$ cat src/hw/arcd_pkg.sv
// package: constants for the converter rate and clock-divider block
`default_nettype none
package arcd_pkg;
   // oversampling ratio, modulator strobes per output word
   localparam int unsigned OSR = 64;
   // master clocks per modulator strobe
   localparam logic [5:0] DIV_HS_SEL1 = 6'h08;
   localparam logic [5:0] DIV_HS_SEL0 = 6'h04;
   localparam logic [5:0] DIV_LP_SEL1 = 6'h28;
   localparam logic [5:0] DIV_LP_SEL0 = 6'h08;
   // settling spans in conversion periods
   localparam logic [7:0] SETTLE_LITTLE = 8'h1e;
   localparam logic [7:0] SETTLE_FULL = 8'h4c;
   // result word
   localparam int unsigned RES_W = 16;
   localparam logic [15:0] CODE_POS_FS = 16'h7fff;
   localparam logic [15:0] CODE_NEG_FS = 16'h8000;
   // mode pin levels
   localparam logic MODE_HIGH_SPEED = 1'b0;
   localparam logic MODE_LOW_POWER = 1'b1;
endpackage : arcd_pkg
`default_nettype wire

$ cat src/hw/arcd_rate_gen.sv
// rate generator: modulator strobe, conversion strobe, settling and output clipping
`default_nettype none
// Functional notes
// - all channels share one clock; filters start on the same modulator cycle
// - one output word per 64 modulator strobes in both modes
// - modulator divide is 8, 4, 40 or 8 by mode and divide select
// - conversion period is 512, 256, 2560 or 512 master clocks
// - output rate scales with master clock; ratios change only with the mode and divide select pins
// - outputs barely move before 30 periods, settled after 76
// - clip at 7fff for positive and 8000 for negative full scale
// - mode pin watched continuously; a change applies without reset
// - fixed latency from input to output word, independent of frequency
// - each result is a 16-bit two's complement word
// - ready stays high after a mode change until settled data exist
module arcd_rate_gen
   import arcd_pkg::*;
#(
   parameter int unsigned ACC_W = 24
) (
   // clock and reset
   input wire logic clk,
   input wire logic rst_b,
   // pins
   input wire logic speed_mode,
   input wire logic clock_divide_select,
   // filter raw result, signed, wider than the output word
   input wire logic signed [ACC_W-1:0] filter_raw,
   // strobes
   output logic mod_strobe,
   output logic conv_strobe,
   output logic filter_start,
   // result
   output logic [RES_W-1:0] result_word,
   output logic result_ready_n,
   output logic settle_partial
);
   // last count of the decimation counter
   localparam logic [5:0] OSR_LAST = 6'(OSR - 1);

   // ======================================================
   // mode tracking
   logic mode_q, mode_d;
   logic div_sel_q, div_sel_d;
   logic mode_changed, sel_changed;
   logic restart;
   logic [5:0] div_ratio;

   // pins are compared with their registered copies on every edge
   assign mode_changed = (speed_mode != mode_q);
   assign sel_changed = (clock_divide_select != div_sel_q);

   // a pin change restarts the chain so the new ratio starts cleanly
   assign restart = mode_changed || sel_changed;

   always_comb begin
      mode_d = speed_mode;
      div_sel_d = clock_divide_select;
   end

   // the divider runs on the registered pins, never on a half-applied change
   always_comb begin
      unique case ({mode_q, div_sel_q})
         {MODE_HIGH_SPEED, 1'b1}: div_ratio = DIV_HS_SEL1;
         {MODE_HIGH_SPEED, 1'b0}: div_ratio = DIV_HS_SEL0;
         {MODE_LOW_POWER, 1'b1}: div_ratio = DIV_LP_SEL1;
         {MODE_LOW_POWER, 1'b0}: div_ratio = DIV_LP_SEL0;
      endcase
   end

   // registered pin copies, reset to high speed with select low
   always_ff @(posedge clk or negedge rst_b) begin
      if (!rst_b) begin
         mode_q <= MODE_HIGH_SPEED;
         div_sel_q <= 1'b0;
      end else begin
         mode_q <= mode_d;
         div_sel_q <= div_sel_d;
      end
   end

   // ======================================================
   // modulator strobe from the shared master-clock counter
   arcd_mod_divider u_div (
      .clk(clk),
      .rst_b(rst_b),
      .restart(restart),
      .div_ratio(div_ratio),
      .mod_strobe(mod_strobe)
   );

   // ======================================================
   // decimation counter: one conversion per OSR modulator strobes
   logic [5:0] osr_q, osr_d;
   logic conv_q, conv_d;
   logic start_q, start_d;
   logic conv_due;

   // the last strobe of a period closes the conversion
   assign conv_due = mod_strobe && (osr_q == OSR_LAST);

   // restart also clears the count, so a changed ratio starts a full period
   always_comb begin
      osr_d = osr_q;
      conv_d = 1'b0;
      start_d = 1'b0;
      if (restart) begin
         // a discarded period restarts every channel filter together
         osr_d = 6'h00;
         start_d = 1'b1;
      end else if (conv_due) begin
         osr_d = 6'h00;
         conv_d = 1'b1;
         start_d = 1'b1;
      end else if (mod_strobe) begin
         osr_d = osr_q + 6'h01;
      end
   end

   // strobes are registered so every channel sees them on the same edge
   always_ff @(posedge clk or negedge rst_b) begin
      if (!rst_b) begin
         osr_q <= 6'h00;
         conv_q <= 1'b0;
         start_q <= 1'b0;
      end else begin
         osr_q <= osr_d;
         conv_q <= conv_d;
         start_q <= start_d;
      end
   end

   // ======================================================
   // settling span in conversion periods since the last restart
   logic [7:0] settle_q, settle_d;
   logic ready_n_q, ready_n_d;
   logic partial_q, partial_d;
   logic [7:0] settle_next;

   // saturate so a long run never wraps back to unsettled
   assign settle_next = (settle_q == SETTLE_FULL) ? settle_q : settle_q + 8'h01;

   // restart wins over a conversion in the same cycle: that period is void
   always_comb begin
      settle_d = settle_q;
      ready_n_d = ready_n_q;
      partial_d = partial_q;
      if (restart) begin
         settle_d = 8'h00;
         ready_n_d = 1'b1;
         partial_d = 1'b0;
      end else if (conv_due) begin
         settle_d = settle_next;
         if (settle_next >= SETTLE_LITTLE) begin
            partial_d = 1'b1;
         end
         ready_n_d = (settle_next < SETTLE_FULL);
      end
   end

   always_ff @(posedge clk or negedge rst_b) begin
      if (!rst_b) begin
         settle_q <= 8'h00;
         ready_n_q <= 1'b1;
         partial_q <= 1'b0;
      end else begin
         settle_q <= settle_d;
         ready_n_q <= ready_n_d;
         partial_q <= partial_d;
      end
   end

   // ======================================================
   // result word: the wide filter value clipped to the output range
   logic [RES_W-1:0] word_q, word_d;
   logic [RES_W-1:0] clip_word;
   logic signed [ACC_W-1:0] pos_lim, neg_lim;

   // limits sit on the wide value so an overrange never wraps
   assign pos_lim = ACC_W'(signed'({1'b0, CODE_POS_FS}));
   assign neg_lim = -ACC_W'(signed'({1'b0, CODE_NEG_FS}));

   // two's complement word, so the low bits already carry the sign
   always_comb begin
      if (filter_raw >= pos_lim) begin
         clip_word = CODE_POS_FS;
      end else if (filter_raw <= neg_lim) begin
         clip_word = CODE_NEG_FS;
      end else begin
         clip_word = filter_raw[RES_W-1:0];
      end
   end

   // the word holds between conversions and across a restart
   always_comb begin
      word_d = word_q;
      if (conv_due && !restart) begin
         word_d = clip_word;
      end
   end

   always_ff @(posedge clk or negedge rst_b) begin
      if (!rst_b) begin
         word_q <= '0;
      end else begin
         word_q <= word_d;
      end
   end

   // ======================================================
   // outputs, all straight from flip-flops
   assign conv_strobe = conv_q;
   assign filter_start = start_q;
   assign result_word = word_q;
   assign result_ready_n = ready_n_q;
   assign settle_partial = partial_q;
endmodule : arcd_rate_gen
`default_nettype wire

$ cat src/hw/arcd_mod_divider.sv
// modulator strobe divider: one master-clock counter, strobe at terminal count
`default_nettype none
module arcd_mod_divider
   import arcd_pkg::*;
(
   // clock and reset
   input wire logic clk,
   input wire logic rst_b,
   // control
   input wire logic restart,
   input wire logic [5:0] div_ratio,
   // strobe
   output logic mod_strobe
);
   logic [5:0] cnt_q, cnt_d;
   logic strobe_q, strobe_d;

   always_comb begin
      strobe_d = 1'b0;
      if (restart) begin
         cnt_d = 6'h00;
      end else if (cnt_q >= div_ratio - 6'h01) begin
         cnt_d = 6'h00;
         strobe_d = 1'b1;
      end else begin
         cnt_d = cnt_q + 6'h01;
      end
   end

   always_ff @(posedge clk or negedge rst_b) begin
      if (!rst_b) begin
         cnt_q <= 6'h00;
         strobe_q <= 1'b0;
      end else begin
         cnt_q <= cnt_d;
         strobe_q <= strobe_d;
      end
   end

   assign mod_strobe = strobe_q;
endmodule : arcd_mod_divider
`default_nettype wire

$ cat config.mk
export PLATFORM = sky130hd
export DESIGN_NAME = arcd_rate_gen
export DESIGN_NICKNAME = d
export VERILOG_FILES = /design/src/hw/arcd_pkg.sv /design/src/hw/arcd_rate_gen.sv /design/src/hw/arcd_mod_divider.sv
export SDC_FILE = /design/constraint.sdc
export NUM_CORES = 1
export LEC_CHECK = 0
export BUFFER_PORTS_ARGS = -buffer_cell sky130_fd_sc_hd__buf_2
export CORE_ASPECT_RATIO = 0.9
export CORE_MARGIN = 2
export CORE_UTILIZATION = 58
export CTS_CLUSTER_DIAMETER = 150
export DETAILED_ROUTE_END_ITERATION = 8
export GPL_TIMING_DRIVEN = 0
export MAX_ROUTING_LAYER = met4
export PLACE_DENSITY = 0.83
export SYNTH_ARGS = -nofsm -noshare
export SYNTH_HDL_FRONTEND = slang
export SYNTH_SLANG_ARGS = --single-unit
$ cat constraint.sdc
create_clock -name clk -period 2.65 [get_ports clk]
set_input_delay 0.53 -clock clk [delete_from_list [all_inputs] [get_ports clk]]
set_output_delay 0.53 -clock clk [all_outputs]
set_load 0.01 [all_outputs]
* Word-level counts from Yosys, hierarchy flattened
Index checks and enable logic that the tools add are counted.
** Operators by class
- Reductions and logical operators :: 10
- Order comparisons :: 5
- Equal/unequal tests :: 7
- Mux-type cells :: 21
- Add/subtract/negate cells :: 4
** Operator list (number)
- 2-to-1 mux 16 bit :: 2
- 2-to-1 mux 6 bit :: 5
- >= comparator 24 x 16 -> 1 bit, second input constant :: 1
- less-or-equal comparator 24 x 16 -> 1 bit, second input constant :: 1
- 2-to-1 mux 8 bit :: 3
- one-hot mux 6 bit (3 select lines) :: 1
- adder 6 x 1 -> 6 bit, second input constant :: 2
- 2-to-1 mux 1 bit :: 10
- adder 8 x 1 -> 8 bit, second input constant :: 1
- equality test 8 x 7 -> 1 bit, second input constant :: 1
- >= comparator 8 x 5 -> 1 bit, second input constant :: 1
- less-than comparator 8 x 7 -> 1 bit, second input constant :: 1
- equality test 6 bit, second input constant :: 1
- >= comparator 6 bit :: 1
- subtractor 6 x 1 -> 6 bit, second input constant :: 1
- equality test 2 bit, second input constant :: 2
- nonzero test 2 bit :: 2
- nonzero test 3 bit :: 1
- equality test 2 x 1 -> 1 bit, second input constant :: 1
- logical AND 1 bit :: 2
- logical NOT 2 bit :: 1
- inequality test 1 bit :: 2
- AND reduction 2 bit :: 1
- OR reduction 2 bit :: 1
- 2 further kinds :: 2
** Storage, ports and cells
- Output and inout bits :: 21
- Bits of input ports :: 28
- Register bits after elaboration :: 43
- Word-level logic and storage cells :: 58

* Logic depth before layout (Yosys ltp)
- Word-level depth :: 7
- Gate-level depth with buffers :: 8
- Depth with buffers taken out :: 7

* By module
From an unflattened synthesis, not the netlist that was laid out.
** Second synthesis, totals
- Cells, all modules :: 261
- Area, all modules :: 2508.7 sq um
** Modules (own cells, without submodules)
- arcd_rate_gen :: cells an instance 209, instances 1, seq. area each 902.1 sq um, area each 2014.4 sq um
- arcd_mod_divider :: cells an instance 52, instances 1, seq. area each 175.2 sq um, area each 494.2 sq um

* Least setup slack after synthesis
Ideal clock, no wire load.
- Path kind :: register to register
- Start :: reg settle_q[0]
- End :: reg ready_n_q, in the netlist result_ready_n
- Clock period less this slack :: 1723 ps
- Required time :: 2570 ps
- Path buffers :: 0
- Arrival :: 1642 ps
- Stages on the path, launching flop included :: 7
- Path slack :: 927 ps
- Library setup time :: 80 ps
- Cell sequence :: dfrtp_1 -> ha_1 -> nand3_1 -> or2_2 -> xnor2_1 -> a311o_1 -> o221a_2
** Between the ends
- Longest elaborated chain between the ends :: 5
- Elaborated cells on any way between the ends :: 6
- Classes of those cells :: 1 x add/sub; 1 x order compare; 1 x eq/ne; 3 x mux
** RTL lines
- from (decl) :: RTL line arcd_rate_gen.sv:134 : logic [7:0] settle_q, settle_d;
- from (signal assigned) :: RTL line arcd_rate_gen.sv:166 : settle_q <= settle_d;
- adder 8 x 1 -> 8 bit / equality test 8 x 7 -> 1 bit (equally long branches) :: RTL line arcd_rate_gen.sv:140 : assign settle_next = (settle_q == SETTLE_FULL) ? settle_q : settle_q + 8'h01;
- 2-to-1 mux 8 bit (*) :: RTL line arcd_rate_gen.sv:140
- less-than comparator 8 x 7 -> 1 bit (*) :: RTL line arcd_rate_gen.sv:156 : ready_n_d = (settle_next < SETTLE_FULL);
- 2-to-1 mux 1 bit (*) :: RTL line arcd_rate_gen.sv:151 : end else if (conv_due) begin
- 2-to-1 mux 1 bit (*) :: RTL line arcd_rate_gen.sv:147 : if (restart) begin
- to (signal assigned) :: RTL line arcd_rate_gen.sv:167 : ready_n_q <= ready_n_d;
- to (decl) :: RTL line arcd_rate_gen.sv:135 : logic ready_n_q, ready_n_d;
Mark *: on every way between the ends. The rest lies on a longest branch, timed or not. The select of a mux whose other input is x is not followed.
A chain may end at the register's enable or synchronous reset.

* Worst setup path after layout
Same ends and word-level chain as after synthesis.

==> metrics.md <==
| Metric | Value |
|---|---|
| Port Buf Inserts | 48 |
| Routed via count | slightly below 2000 |
| Initial drt markers | between 100 and 150 |
| Clk buf depth | 2 |
| First-pass iteration count of the detailed router | 4 |
| GPL Wtd Cong | about 0.88 |
| Total nets after synthesis | about 270 |
| Critical Path AT | between 2 and 2.5 ns |
| Int Pwr | 0.000879 W |
| Sequential power share | between 50% and 60% |
| PwrDens | around 440 nW/um^2 |
| Clock power share | 35.8% |
| CTS tree | done |
| Post-CTS Hold Buffers | 0 |
| Slew of the pin with the lowest slew margin | 0.920 ns |
| Final Cycle Share | a little over two thirds |
| Max Cap Viol | 0 |
| N_diodes | 0 |
| Worst skew pair latency | approximately 0.29 ns |
| Layout area overhead | 17.0% |
| Core ar. | ~3800 um^2 |
| Max Clock Skew | between 0.006 and 0.007 ns |
| Clk root buf | clkbuf_8 |
| Crit. End Element | flop |
| Worst flop-to-flop path startpoint | settle_q[0] |
| Layout Nets | about 330 |
| Post-synth EDFFs | 0 |
| H-Tree Depth | 2 |
| DP Wirelength | ~3600 um |
| Number of warnings issued by yosys | 0 |
| Final wirelength | about 4700 um |
| Reg2Reg Depth | 6 |
| Worst setup path start | settle_q[0] |
| Chip height | 63.7 um |
| Met3 wire length | a little over 200 um |
| Min-Delay Path Class | in2async |
| Most numerous cell in the Yosys netlist | dfrtp_1 |
| Row cnt | 21 |
| Synth top area cells | dfrtp_1 (46%), a22o_1 (5.7%), xnor2_1 (4.6%) |
| Grt total ovfl | 0 |
| Top Metal Used | met3 |
| # IOs | 49 |
| Vias in the first global route | 1799 |
| Initial antenna violation count | 0 |
| Post-route ant nets | 0 |
| R2r setup slk | 0.78 ns |
| Asr flop ratio synth | 100% |
| Mean Syn Cell Area | between 9 and 10 um^2 |
| Outcome | finished clean |
| Clock sink count | 43 |
| Global-route wire length before repair | 8390 um |
| Largest net degree at the start of global routing | between 40 and 50 |
| Final hold viol count | 0 |
| Post-Synthesis Cells | approximately 240 |
| CP peak stage delay | 0.46 ns |
| Net Switching | 0.000300 W |
| Initial Utilization | approximately three fifths |
| Setup Fix Bufs, Post-CTS | 0 |
| DRC | 0 |
| Die area | 4470 um^2 |
| Cts bufs inserted | 5 |
| Main synth FF type | dfrtp_1 |
| Final setup viols | 0 |
| Critical Path Slowest Stage Cell | dfrtp_1 |
| Min Tclk post-route | about 1.9 ns |
| Cell Chain, Critical Path | ha_1 -> nand3_1 -> or2_2 -> xnor2_1 -> a311o_1 -> o221a_2 |
| Sw Ratio | about a quarter |
| Routed length per instance | between 10 and 15 um |
| Share of cells above drive strength 1 | a little under a quarter |
| LEAKAGE | roughly 1.3 nW |
| Seq/Total Area, Yosys | 47.0% |
| # resized after CTS | 0 |
| Final Max Slew Viols | 0 |
| RSZ-0062 raised after global routing | no |
| Setup TNS Final | 0 ns |
| Met2 wire length | ~2100 um |
| Top post-synthesis cells by count | dfrtp_1 (42), inv_1 (22), nor2_1 (21) |
| Largest area contributor in the netlist | dfrtp_1 |
| Required time of the critical path | about 2.9 ns |
| Comb power frac | between 7 and 8% |
| Yosys top cell area share | ~46% |
| Die width | ~70 um |
| Worst R2R End | result_ready_n |
| #FFs+latches synth | between 40 and 50 |
| Crit path max fanout | 7 |
| Yosys cell types | 41 |
| Synthesized cell area | between 2000 and 2500 um^2 |
| CP Class | reg2reg |
| Max Clock Freq | 0.534 GHz |
| Total Routing Usage GR | a little under a quarter |
| Worst-path clk slew | approximately 0.09 ns |
| Vias per cell | ~5.7 |
| M1 WL | between 2000 and 2500 um |
| Worst Setup Start Kind | flop |
| Max-slew headroom | 38.6% |
| Worst vdd ir | between 0.2 and 0.3 mV |
| Total power | about 0.0012 W |
==> how the worst max path moves through the flow <==
stage,end
3_3_place_gp,result_word[10]
5_1_grt,result_word[12]
4_1_cts,result_ready_n
6_report,result_ready_n
3_5_place_dp,result_word[10]
2_1_floorplan,result_ready_n
==> state kept, by name, indices dropped and copies added, names as in the netlist <==
signal / count
result_word: 16
settle_q: 8
osr_q: 6
u_div.cnt_q: 6
conv_strobe: 1
div_sel_q: 1
filter_start: 1
mode_q: 1
result_ready_n: 1
settle_partial: 1
u_div.mod_strobe: 1
==> logic make-up (layout without fill, tap and decap cells) <==
family | count (synthesis) | in the layout | synth area share (%)
and+or+nand+nor | 75 | 75 | 17.5
AOI/OAI and AO/OA | 62 | 62 | 17.5
buffers and inverters | 32 | 88 | 6.49
adders and majority gates | 7 | 7 | 3.82
DFF | 43 | 43 | 47.0
xor gates and xnor gates | 19 | 19 | 7.26
muxes | 1 | 1 | 0.436
==> critical path, delay by kind of cell, from the launching register on <==
kind | cells | cell delay, ns
and+or+nand+nor | 2 | 0.48
xor gates and xnor gates | 1 | 0.14
DFF | 1 | 0.46
AOI/OAI and AO/OA | 2 | 0.44
adders and majority gates | 1 | 0.29
==> layout make-up <==
class / count / area [um^2]
inverters: 22 / 82.6
clock buffers: 5 / 68.8
fillers: 281 / 1070
plain buffers: 10 / 66.3
clock inverters: 3 / 23.8
multi-input cells: 164 / 1070
well taps: 46 / 57.6
flip-flops and latches: 43 / 1080
repair buffers: 48 / 240
==> through the flow <==
stage	hold slack (ns)	util [%]	worst slack [ns]	area (um^2)	std cells
finish	0.370	71.4	0.779	2680	341
CTS	0.366	71.4	0.779	2680	341
detailed placement	0.456	69.0	0.509	2590	333
global route	0.357	71.4	0.614	2680	341
floorplan	0.234	-	0.927	2290	239
global placement	0.452	69.0	0.538	2590	333
==> cells in the final DEF (no fill, tap or decap), types with 2 or more instances in the layout <==
cell        netlist  layout
nand2_1          15      15
nor3_1            2       2
nand4_1          10      10
clkbuf_1          3       3
a31oi_1           2       2
buf_6             3       3
a22o_1           15      15
xor2_1            7       7
clkinvlp_4        0       2
nand3_1           6       6
and3_1            2       2
buf_2             2      50
nor2_1           21      21
a21oi_1          19      19
nand4b_1          2       2
xnor2_1          12      12
and4_1            3       3
nor4_1            6       6
inv_1            22      22
clkbuf_8          0       5
o21ai_0          18      18
dfrtp_1          42      42
ha_1              7       7
==> power groups by stage <==
stage	Combinational, W	Sequential, W	Clock (W)
finish	0.0000911	0.000665	0.000422
global route	0.000105	0.000667	0.000453
CTS	0.0000921	0.000665	0.000430
detailed placement	0.0000922	0.000678	0
global placement	0.0000897	0.000678	0
floorplan	0.0000378	0.000679	0
==> metal layers <==
metal,global-route usage [%],up-vias
met5,-,-
met4,2.88,0
met3,3.84,0
met2,35.6,46
met1,35.3,918
li1,-,966
(Power assumes the default switching activity.)
